### src/core/laser_freq_monitor_defs.svh
// Contract
// - first-channel words writable only while output disabled
// - write while output enabled gives execution error
// - word write order carries no meaning
// - host sets both words before enabling output
// - words are whole THz and 0.1 GHz units
// - first-channel words have built-in default
// - read-only current frequency pair, THz and 0.1 GHz
// - current = (channel-1)*grid + first channel, in 0.1 GHz units
// - current frequency readable with output on or off
// - current frequency consistent with grid after reset; the code resets it to zero and recomputes it from the first clock after reset
// - OK with data, or error code with zero
// - read-only output power estimate register
// - power is signed hundredths of a dBm
// - read-only temperature, signed hundredths of degree
// - shown temperature is the fatal-check temperature
// - grid spacing is signed 0.1 GHz units
`ifndef LASER_FREQ_MONITOR_DEFS_SVH
`define LASER_FREQ_MONITOR_DEFS_SVH
`define REG_FCF_THZ        8'h35
`define REG_FCF_TENTH      8'h36
`define REG_CUR_THZ        8'h40
`define REG_CUR_TENTH      8'h41
`define REG_POWER          8'h42
`define REG_TEMP           8'h43
`define FCF_THZ_RESET      16'h00C2
`define FCF_TENTH_RESET    16'h06D6
`define TENTHS_PER_THZ     32'd10000
`define ERR_DATA           16'h0000
`endif

### src/core/laser_freq_monitor_pkg.sv
package laser_freq_monitor_pkg;
  // answer status of a command
  typedef enum logic {status_ok, execution_error_status} status_t;
  // error condition field
  typedef enum logic [2:0] {
    cond_ok, command_busy_error, command_ignored_error,
    execution_failure_error, vendor_defined_error, read_only_write_error
  } cond_t;
endpackage

### src/core/laser_cmd_if.sv
`timescale 1ns/100ps
interface laser_cmd_if;
  import laser_freq_monitor_pkg::*;
  logic        req;
  logic        write;
  logic [7:0]  addr;
  logic [15:0] wdata;
  logic        rsp;
  status_t     status;
  cond_t       cond;
  logic [15:0] rdata;
  modport device (input req, write, addr, wdata, output rsp, status, cond, rdata);
  modport host   (output req, write, addr, wdata, input rsp, status, cond, rdata);
endinterface

### src/core/laser_freq_monitor_regs.sv
`timescale 1ns/100ps
`include "laser_freq_monitor_defs.svh"
module laser_freq_monitor_regs
  import laser_freq_monitor_pkg::*;
(
  // clock and reset
  input  wire logic        clk,
  input  wire logic        rst,
  // command link
  laser_cmd_if.device      cmd,
  // module state
  input  wire logic        output_enabled,
  input  wire logic [15:0] channel,
  input  wire logic [15:0] grid_spacing,
  input  wire logic [15:0] power_estimate,
  input  wire logic [15:0] temperature,
  // configured first channel
  output logic      [15:0] fcf_thz,
  output logic      [15:0] fcf_tenth
);
  logic [15:0] fcf_thz_r;
  logic [15:0] fcf_tenth_r;
  logic [15:0] cur_thz_r;
  logic [15:0] cur_tenth_r;
  logic        rsp_r;
  status_t     status_r;
  cond_t       cond_r;
  logic [15:0] rdata_r;
  logic signed [31:0] total_nxt;
  logic [31:0] total_u;
  logic        hit_fcf;
  logic        hit_ro;
  logic        fcf_write_ok;

  // register number decode, used by the store only; the answer path decodes cmd.addr in its own case
  function automatic logic is_fcf_addr(input logic [7:0] a);
    return (a == `REG_FCF_THZ) || (a == `REG_FCF_TENTH);
  endfunction

  // computed registers; a write here must never reach any storage
  function automatic logic is_ro_addr(input logic [7:0] a);
    return (a == `REG_CUR_THZ) || (a == `REG_CUR_TENTH) || (a == `REG_POWER)
           || (a == `REG_TEMP);
  endfunction

  // whole THz part of a frequency held in 0.1 GHz units
  function automatic logic [15:0] thz_part(input logic [31:0] t);
    return 16'(t / `TENTHS_PER_THZ);
  endfunction

  // remainder below one THz, still in 0.1 GHz units
  function automatic logic [15:0] tenth_part(input logic [31:0] t);
    return 16'(t % `TENTHS_PER_THZ);
  endfunction

  // decoded request; the answer path repeats the output_enabled refuse decision on its own
  always_comb begin
    hit_fcf      = is_fcf_addr(cmd.addr);
    hit_ro       = is_ro_addr(cmd.addr);
    fcf_write_ok = cmd.req && cmd.write && hit_fcf && !output_enabled;
  end

  // frequency in 0.1 GHz units; grid is signed
  always_comb begin
    total_nxt = ($signed({16'h0000, channel}) - 32'sd1) * $signed({{16{grid_spacing[15]}},
                grid_spacing}) + $signed(32'(fcf_thz_r) * `TENTHS_PER_THZ)
                + $signed({16'h0000, fcf_tenth_r});
    total_u = 32'(total_nxt);
  end

  // recomputed every cycle; reset loads zero, inputs followed from the next clock
  always_ff @(posedge clk or posedge rst) begin
    if (rst) begin
      cur_thz_r   <= 16'h0000;
      cur_tenth_r <= 16'h0000;
    end else begin
      cur_thz_r   <= thz_part(total_u);
      cur_tenth_r <= tenth_part(total_u);
    end
  end

  // first-channel words, independent so order does not matter
  always_ff @(posedge clk or posedge rst) begin
    if (rst) begin
      fcf_thz_r   <= `FCF_THZ_RESET;
      fcf_tenth_r <= `FCF_TENTH_RESET;
    end else if (fcf_write_ok) begin
      if (cmd.addr == `REG_FCF_THZ) fcf_thz_r <= cmd.wdata;
      if (cmd.addr == `REG_FCF_TENTH) fcf_tenth_r <= cmd.wdata;
    end
  end

  // one-cycle answer per request
  always_ff @(posedge clk or posedge rst) begin
    if (rst) begin
      rsp_r    <= 1'b0;
      status_r <= status_ok;
      cond_r   <= cond_ok;
      rdata_r  <= 16'h0000;
    end else begin
      rsp_r <= cmd.req;
      if (cmd.req) begin
        status_r <= status_ok;
        cond_r   <= cond_ok;
        rdata_r  <= `ERR_DATA;
        unique case (cmd.addr)
          `REG_FCF_THZ, `REG_FCF_TENTH: begin
            if (cmd.write) begin
              if (output_enabled) begin
                status_r <= execution_error_status;
                cond_r   <= execution_failure_error;
              end else begin
                rdata_r <= cmd.wdata;
              end
            end else begin
              rdata_r <= (cmd.addr == `REG_FCF_THZ) ? fcf_thz_r : fcf_tenth_r;
            end
          end
          `REG_CUR_THZ, `REG_CUR_TENTH, `REG_POWER, `REG_TEMP: begin
            if (cmd.write) begin
              status_r <= execution_error_status;
              cond_r   <= read_only_write_error;
            end else begin
              unique case (cmd.addr)
                `REG_CUR_THZ:   rdata_r <= cur_thz_r;
                `REG_CUR_TENTH: rdata_r <= cur_tenth_r;
                `REG_POWER:     rdata_r <= power_estimate;
                default:        rdata_r <= temperature;
              endcase
            end
          end
          default: begin
            status_r <= execution_error_status;
            cond_r   <= command_ignored_error;
          end
        endcase
      end
    end
  end

  assign cmd.rsp    = rsp_r;
  assign cmd.status = status_r;
  assign cmd.cond   = cond_r;
  assign cmd.rdata  = rdata_r;
  assign fcf_thz    = fcf_thz_r;
  assign fcf_tenth  = fcf_tenth_r;
endmodule

### src/flat_wrapper.sv
// flat-port wrapper written by rule: the top's interface ports become plain ports
module laser_freq_monitor_regs_flat import laser_freq_monitor_pkg::*;
  (clk, rst, output_enabled, channel, grid_spacing, power_estimate, temperature, fcf_thz, fcf_tenth, cmd_req, cmd_write, cmd_addr, cmd_wdata, cmd_rsp, cmd_status, cmd_cond, cmd_rdata);
  laser_cmd_if cmd_i ();
  input  wire logic clk;
  input  wire logic rst;
  input  wire logic output_enabled;
  input  wire logic [15:0] channel;
  input  wire logic [15:0] grid_spacing;
  input  wire logic [15:0] power_estimate;
  input  wire logic [15:0] temperature;
  output logic      [15:0] fcf_thz;
  output logic      [15:0] fcf_tenth;
  input wire logic [$bits(cmd_i.req)-1:0] cmd_req;
  input wire logic [$bits(cmd_i.write)-1:0] cmd_write;
  input wire logic [$bits(cmd_i.addr)-1:0] cmd_addr;
  input wire logic [$bits(cmd_i.wdata)-1:0] cmd_wdata;
  output wire logic [$bits(cmd_i.rsp)-1:0] cmd_rsp;
  output wire logic [$bits(cmd_i.status)-1:0] cmd_status;
  output wire logic [$bits(cmd_i.cond)-1:0] cmd_cond;
  output wire logic [$bits(cmd_i.rdata)-1:0] cmd_rdata;
  assign cmd_i.req = cmd_req;
  assign cmd_i.write = cmd_write;
  assign cmd_i.addr = cmd_addr;
  assign cmd_i.wdata = cmd_wdata;
  assign cmd_rsp = cmd_i.rsp;
  assign cmd_status = cmd_i.status;
  assign cmd_cond = cmd_i.cond;
  assign cmd_rdata = cmd_i.rdata;
  laser_freq_monitor_regs u_core (.clk(clk), .rst(rst), .cmd(cmd_i), .output_enabled(output_enabled), .channel(channel), .grid_spacing(grid_spacing), .power_estimate(power_estimate), .temperature(temperature), .fcf_thz(fcf_thz), .fcf_tenth(fcf_tenth));
endmodule
### config.mk
export PLATFORM = sky130hd
export DESIGN_NAME = laser_freq_monitor_regs_flat
export DESIGN_NICKNAME = d
export VERILOG_FILES = /design/src/core/laser_freq_monitor_pkg.sv /design/src/core/laser_cmd_if.sv /design/src/core/laser_freq_monitor_regs.sv /design/src/flat_wrapper.sv
export VERILOG_INCLUDE_DIRS = /design/src /design/src/core
export SDC_FILE = /design/constraint.sdc
export NUM_CORES = 1
export LEC_CHECK = 0
export BUFFER_PORTS_ARGS = -buffer_cell sky130_fd_sc_hd__clkbuf_2
export CORE_UTILIZATION = 65
export CTS_CLUSTER_DIAMETER = 60
export DETAILED_ROUTE_END_ITERATION = 7
export PLACE_DENSITY = 0.81
export SLEW_MARGIN = 25
export SYNTH_ARGS = -nofsm -noshare
export SYNTH_HDL_FRONTEND = slang
export SYNTH_SLANG_ARGS = --single-unit
### constraint.sdc
create_clock -name clk -period 31.5 [get_ports clk]
set_input_delay 1.575 -clock clk [delete_from_list [all_inputs] [get_ports clk]]
set_output_delay 1.575 -clock clk [all_outputs]
set_load 0.02 [all_outputs]
# After elaboration in Yosys (flattened, before gate mapping)
# Index checks and enable logic that the tools add are counted.
# classes
add_sub_neg,3
mul,2
n_div,2
eq_ne,6
muxes,14
reduce_logical,9
# op_table
cell,n
16-bit 2-to-1 mux,4
16-bit one-hot mux with 3 select lines,1
32-bit by 17-bit adder with 32-bit output,1
32-bit by 31-bit adder with 32-bit output,1
32-bit by 14-bit divider with 32-bit output (second input constant),1
8-bit by 7-bit == test with 1-bit output (second input constant),4
32-bit by 14-bit remainder unit with 32-bit output (second input constant),1
17-bit by 16-bit multiplier with 32-bit output,1
16-bit one-hot mux with 2 select lines,1
16-bit by 10-bit multiplier with 26-bit output (second input constant),1
16-bit by 1-bit subtractor with 17-bit output (second input constant),1
8-bit by 6-bit == test with 1-bit output (second input constant),2
3-bit 2-to-1 mux,2
3-bit one-hot mux with 2 select lines,1
2-bit AND reduction,2
4-bit OR reduction,1
1-bit logical AND,3
1-bit 2-to-1 mux,3
2-bit 2-to-1 mux,1
1-bit one-hot mux with 2 select lines,1
2-bit OR reduction,1
1-bit zero test,1
1-bit logical OR,1
# word_totals
register_bits,85
inputBits,93
out_inout_bits,53
word_cells,44

# Logic depth before layout (Yosys ltp)
# Gate-level depths: netlist of run 1.
# logic_depth
depth_word,5
mapped_depth,119
depth_no_buf,110

# Least setup slack after synthesis of run 1
# OpenSTA, ideal clock, no wires.
# synth_path
path_kind,register -> register
from,"register u_core.fcf_thz_r[6], in the netlist u_core.fcf_thz[6]"
to,register u_core.cur_tenth_r[6]
setup_ns,0.134
t_arrival_ns,24.999
required_ns,31.366
slack_ns,6.367
path_stages_with_launch,113
path_buffers,7
synth_period_minus_slack_ns,25.133
cell_sequence,dfstp_2 > inv_1 > fa_1 > inv_1 > ha_1 > inv_1 > fa_1 > inv_1 > ha_1 > fa_1 > ha_1 > inv_1 > o21ai_0 > a21oi_1 > o21bai_1 > a21oi_1 > o21bai_1 > a21oi_1 > [... 77 more ...] > o32a_2 > a211oi_2 > xor2_1 > or3_1 > buf_2 > a31oi_4 > inv_2 > nand2_1 > o2111ai_1 > o311ai_2 > a21oi_2 > o221a_2 > xor2_1 > a41oi_1 > o21ai_2 > nand2_2 > maj3_2 > xor2_1
# synth_between
elab_chain_len,4
# synth_rtl
element,line_no,text
from (decl),laser_freq_monitor_regs.sv:21,logic [15:0] fcf_thz_r;
from (signal assigned),laser_freq_monitor_regs.sv:85,fcf_thz_r <= `FCF_THZ_RESET;
from (signal assigned),laser_freq_monitor_regs.sv:88,if (cmd.addr == `REG_FCF_THZ) fcf_thz_r <= cmd.wdata;
16-bit by 10-bit multiplier with 26-bit output (no source line),--,
32-bit by 31-bit adder with 32-bit output,laser_freq_monitor_regs.sv:65,"total_nxt = ($signed({16'h0000, channel}) - 32'sd1) * $signed({{16{grid_spacing[15]}},"
32-bit by 17-bit adder with 32-bit output,laser_freq_monitor_regs.sv:65,
32-bit by 14-bit remainder unit with 32-bit output (no source line),--,
to (signal assigned),laser_freq_monitor_regs.sv:78,cur_tenth_r <= tenth_part(total_u);
to (decl),laser_freq_monitor_regs.sv:24,logic [15:0] cur_tenth_r;
# No other way between the ends.
# A chain may end at the register's enable or synchronous reset.

# Final worst setup path of run 1
# layout_path
from,"register u_core.fcf_thz_r[5], in the netlist u_core.fcf_thz[5]"
to,register u_core.cur_tenth_r[6]
# The elaborated chain is that of the path after synthesis.

==> results.md, run 1 <==
- Status: complete, no violations
- Post-CTS setup buffer count: 0
- Vias: 22297
- # resized after CTS: 0
- Clock sink count: 85
- Starting density of the core: 0.661
- Max frequency: 0.0338 GHz
- Vias in the first global route: 22345
- Period utilisation layout: 0.938
- Top-Level Pins: 146
- Post-Synthesis Cells: 2980
- Nature of the critical path endpoint: flop
- Area grow syn2layout: 5.71%
- Largest net degree at the start of global routing: 77
- CP Class: reg2reg
- Clock Skews: 0.00891 ns
- Commonest cells after routing, fill and taps aside: inv_1 (523), fa_1 (347), nand2_1 (309)
- Iteration-0 DRC Markers: 2011
- Mean Syn Cell Area: 8.61 sq um
- Slowest library cell on the worst path: mux2i_2
- Total grt overflow: 0
- DRT antenna net count: 0
- Row count: 72
- Count of final hold-check violations: 0
- Main synth FF type: dfrtp_1
- Setup violators final: 0
- Worst EP arrival: 29.77 ns
- Die area: 40300 sq um
- Clock Latency Late Sink: 0.35 ns
- Drt via density: 6.23
- CP startpoint kind: flop
- Clock Path Buffers: 2
- Final min period: 29.54 ns
- Root Buffer: clkbuf_16
- Slew headroom: 0.353
- TritonRoute pass-1 iters: 6
- Die H: 201 um
- Critical-path maximum fanout: 19
- Final WL: 68.4 mm
- Die width: 201 um
- Number of remaining DRC errors: 0
- PortBufs: 145
- Cell Area, Placed: 26800 sq um
- Fill count: 3007
- Yosys reg bits: 85
- H-Tree Depth: 3
- TritonCTS buffer count: 9
- Slew Viols, Final: 0
- Final Worst Setup Slack: 1.96 ns
- Layout cells sized above 1: 0.128
- Multi-input logic area: 21200 sq um
- Critical path's top delay family: compound AO/OA/AOI/OAI gates
- Core area: 38800 sq um
- Setup slack at placement: 1.98 ns
- First-pass GRT wire length: 114 mm
- Worst stage delay on the critical path: 0.62 ns
- Tot GR Track Use: 0.347
- Post-synth EDFFs: 0
- Diodes inserted: 0
- Wirelength per Cell: 19.1 um
- Ys async rst share: 1.00
- Netlist Area Pre-Place: 25700 sq um
- Worst Max-Slew Pin Slew: 0.971 ns
- Worst Hold Class: reg2reg
- Most common cell after layout, fill and taps aside: inv_1
- Yosys cell types: 139
- Worst EP required: 31.72 ns
- Post-synthesis sequential area ratio: 0.0833
- Clk slew on worst S/H paths: 0.07 ns
- WP buf/inv: 13
- CTS tree: built
- # nets final: 3679
- DP HPWL: 57.5 mm
- GPL Wtd Cong: 0.931
- Max Cap Viol: 0
- Hold_buf cts: 0
- Register Area: 2140 sq um
- Initial antenna violation count: 0
- Yosys Warn Count: 0
- Final Cell Area: 27100 sq um
[logic make-up after synthesis]
group,Yosys count,synth area share
and+or+nand+nor,829,0.165
AOI/OAI and AO/OA,654,0.196
buffers and inverters,627,0.0934
adders and majority gates,543,0.365
xor gates and xnor gates,153,0.0554
muxes,88,0.0406
DFF,85,0.0833
other,1,0.000146
[final cells by class]
type / instances / area share
clock buffers: 9 / 0.00830
clock inverters: 7 / 0.00295
inverters: 529 / 0.0734
multi-input cells: 2269 / 0.781
flip-flops and latches: 85 / 0.0788
well taps: 518 / 0.0239
repair buffers: 161 / 0.0313
[state kept, by name, summed over array words and instances, names as in the netlist]
signal and count:
u_core.fcf_thz 16, u_core.cmd.status 1, u_core.fcf_tenth 16, u_core.cur_thz_r 16, u_core.cmd.rdata 16, u_core.cur_tenth_r 16, u_core.cmd.rsp 1, u_core.cmd.cond 3
[routing by layer]
layer,track usage,part of all wire,up-vias
li1,-,-,10215
met1,0.483,0.43,11025
met2,0.575,0.48,916
met3,0.0450,0.070,141
met4,0.0848,0.024,0
met5,0,0,-
[per-stage QoR]
| stage | util | instances | TNS (ns) | hold WS [ns] |
|---|---|---|---|---|
| floorplan | - | 2981 | 0 | 0.616 |
| global placement | 0.690 | 3562 | 0 | 0.515 |
| detailed placement | 0.690 | 3562 | 0 | 0.517 |
| CTS | 0.698 | 3578 | 0 | 0.534 |
| global route | 0.699 | 3578 | -0.0175 | 0.568 |
| finish | 0.699 | 3578 | 0 | 0.531 |
[worst paths after layout]
path | slack (ns) | to | start | depth (start not counted)
worst max-delay path | 1.96 | u_core.cur_tenth_r[6] | u_core.fcf_thz[5] | 107
worst min-delay path | 0.53 | u_core.cmd.rdata[13] | u_core.cmd.rdata[13] | 2
worst max register to register | 1.96 | u_core.cur_tenth_r[6] | u_core.fcf_thz[5] | 107
worst min register to register | 0.53 | u_core.cmd.rdata[13] | u_core.cmd.rdata[13] | 2
max in group asynchronous | 29.47 | u_core.fcf_thz[13] | rst | 3
min in group asynchronous | 1.09 | u_core.cmd.rdata[0] | rst | 2
[cells in the mapped netlist, drive strengths merged (23+ instances only)]
cell type	number	area [sq um]
a211oi	37	340
a21o	37	278
a21oi	130	707
a31oi	30	248
and2	87	547
and3	23	149
clkbuf	76	287
dfrtp	75	1880
fa	347	6950
ha	184	2300
inv	529	1990
mux2	29	327
mux2i	53	579
nand2	310	1170
nand2b	36	225
nand3	57	295
nor2	111	419
nor2b	36	225
nor3	50	293
o211ai	35	278
o21ai	97	523
o22ai	26	175
o31ai	29	241
or2	32	200
xnor2	97	917
xor2	56	505
[tightest hold or removal path, stage by stage (launching register included)]
cell and delay, ns:
dfrtp_1 0.35, o21ai_0 0.07, o211ai_1 0.07
Power of run 1 is not shown: default switching activity piles up to over one toggle a cycle in this logic, so the estimate is an artifact.
==> run 2: changes to the inputs <==
--- a/config.mk
+++ b/config.mk
@@ -11,6 +11,7 @@
 export CTS_CLUSTER_DIAMETER = 60
 export DETAILED_ROUTE_END_ITERATION = 7
 export PLACE_DENSITY = 0.81
+export REMOVE_ABC_BUFFERS = 1
 export SLEW_MARGIN = 25
 export SYNTH_ARGS = -nofsm -noshare
 export SYNTH_HDL_FRONTEND = slang
==> run 2 against run 1 <==
  * Critical path depth unchanged
  * Maximum frequency up 0.63%
  * Clock-buffer cell count unchanged
==> results.md, run 2 (synthesis results as in run 1) <==
- CTS tree: built
- Final Worst Setup Slack: 2.14 ns
- Commonest cells after routing, fill and taps aside: inv_1 (523), fa_1 (347), nand2_1 (309)
- Drt via density: 6.27
- Final min period: 29.36 ns
- Row count: 72
- Number of remaining DRC errors: 0
- Multi-input logic area: 21200 sq um
- Clock Path Buffers: 2
- First-pass GRT wire length: 116 mm
- Max frequency: 0.0341 GHz
- Critical-path maximum fanout: 19
- Setup TNS: 0 ns
- # nets final: 3682
- H-Tree Depth: 3
- Cell Area, Placed: 26800 sq um
- Worst stage delay on the critical path: 0.58 ns
- Worst Max-Slew Pin Slew: 1.07 ns
- Vias in the first global route: 22604
- Clock Skews: 0.0147 ns
- Slowest library cell on the worst path: o21ai_2
- Worst Hold Class: reg2reg
- Die H: 201 um
- Slew Viols, Final: 0
- RSZ-0062 raised after global routing: no
- Clock Latency Late Sink: 0.36 ns
- Final WL: 69.8 mm
- DP HPWL: 58.2 mm
- Root Buffer: clkbuf_16
- TritonCTS buffer count: 9
- CP startpoint kind: flop
- Worst EP required: 31.74 ns
- Slew headroom: 0.285
- Count of final hold-check violations: 0
- Initial antenna violation count: 3
- Die width: 201 um
- Clock sink count: 85
- Hold_buf cts: 0
- Period utilisation layout: 0.932
- PortBufs: 145
- Status: complete, no violations
- TritonRoute pass-1 iters: 7
- CP Class: reg2reg
- Fill count: 3002
- Worst EP arrival: 29.60 ns
- Tot GR Track Use: 0.355
- Die area: 40300 sq um
- Wirelength per Cell: 19.5 um
- Top-Level Pins: 146
- Starting density of the core: 0.661
- Area grow syn2layout: 5.76%
- Final Cell Area: 27100 sq um
- DRT antenna net count: 0
- Iteration-0 DRC Markers: 1672
- Register Area: 2140 sq um
- Setup violators final: 0
- Layout cells sized above 1: 0.128
- Setup slack at placement: 1.98 ns
- GPL Wtd Cong: 0.938
- Largest net degree at the start of global routing: 86
- Nature of the critical path endpoint: flop
- Finished Core Util: 0.699
- Core area: 38800 sq um
- Clk slew on worst S/H paths: 0.08 ns
- Vias: 22470
- Most common cell after layout, fill and taps aside: inv_1
- Total grt overflow: 0
- Max Cap Viol: 0
==> run 2: cell types whose count changed in the layout (fill, tap and decap cells not counted), sizes merged <==
cell      previous run  this run
buf                 16        18
clkbuf             154       155
clkinv               2         1
diode                0         1
clkinvlp             1         2
==> run 2: path summary, 6_finish.rpt <==
| kind | from | endpoint | slack, ns | cells after the start |
|---|---|---|---|---|
| min in group asynchronous | rst | u_core.cur_tenth_r[1] | 1.41 | 3 |
| worst max-delay path | u_core.fcf_thz[5] | u_core.cur_tenth_r[6] | 2.14 | 107 |
| worst max register to register | u_core.fcf_thz[5] | u_core.cur_tenth_r[6] | 2.14 | 107 |
| worst min register to register | u_core.cmd.cond[0] | u_core.cmd.cond[0] | 0.54 | 2 |
| worst min-delay path | u_core.cmd.cond[0] | u_core.cmd.cond[0] | 0.54 | 2 |
| max in group asynchronous | rst | u_core.cur_tenth_r[15] | 29.53 | 3 |
==> run 2: worst max-delay path: cells and delay by family (launching register included) <==
family	cells	cell delay [ns]
simple gates	18	5.19
xor+xnor	8	1.97
buf+inv	14	1.26
mux	3	1.26
flops	1	0.50
compound gates	49	12.94
fa+ha+maj	15	6.09
==> run 2: metal layers <==
layer | up-vias | global-route usage | wire [um]
met5 | - | 0 | 31
met4 | 4 | 0.0968 | 1890
met3 | 140 | 0.0477 | 5200
met2 | 873 | 0.599 | 33600
met1 | 11236 | 0.481 | 29100
li1 | 10217 | - | -
==> run 2: cell type report <==
| class | count | share of cell area |
|---|---|---|
| antenna | 1 | 0.0000922 |
| timing repair buffer | 164 | 0.0321 |
| inverter | 529 | 0.0734 |
| multi-input combinational | 2269 | 0.780 |
| clock buffer | 9 | 0.00830 |
| clock inverter | 7 | 0.00323 |
| sequential | 85 | 0.0788 |
| tap | 518 | 0.0239 |
==> run 2: metrics by stage <==
step           hold WS [ns]  std cells
3_5_place_dp          0.523       3564
5_1_grt               0.552       3582
6_report              0.544       3582
2_1_floorplan         0.616       2883
3_3_place_gp          0.511       3564
4_1_cts               0.539       3580
==> run 2: repair_timing <==
action	CTS	global route
endpoints found under the setup margin	0	3
buffers inserted	0	0
gates resized for setup	0	2
Power of run 2 is left out for the same reason.
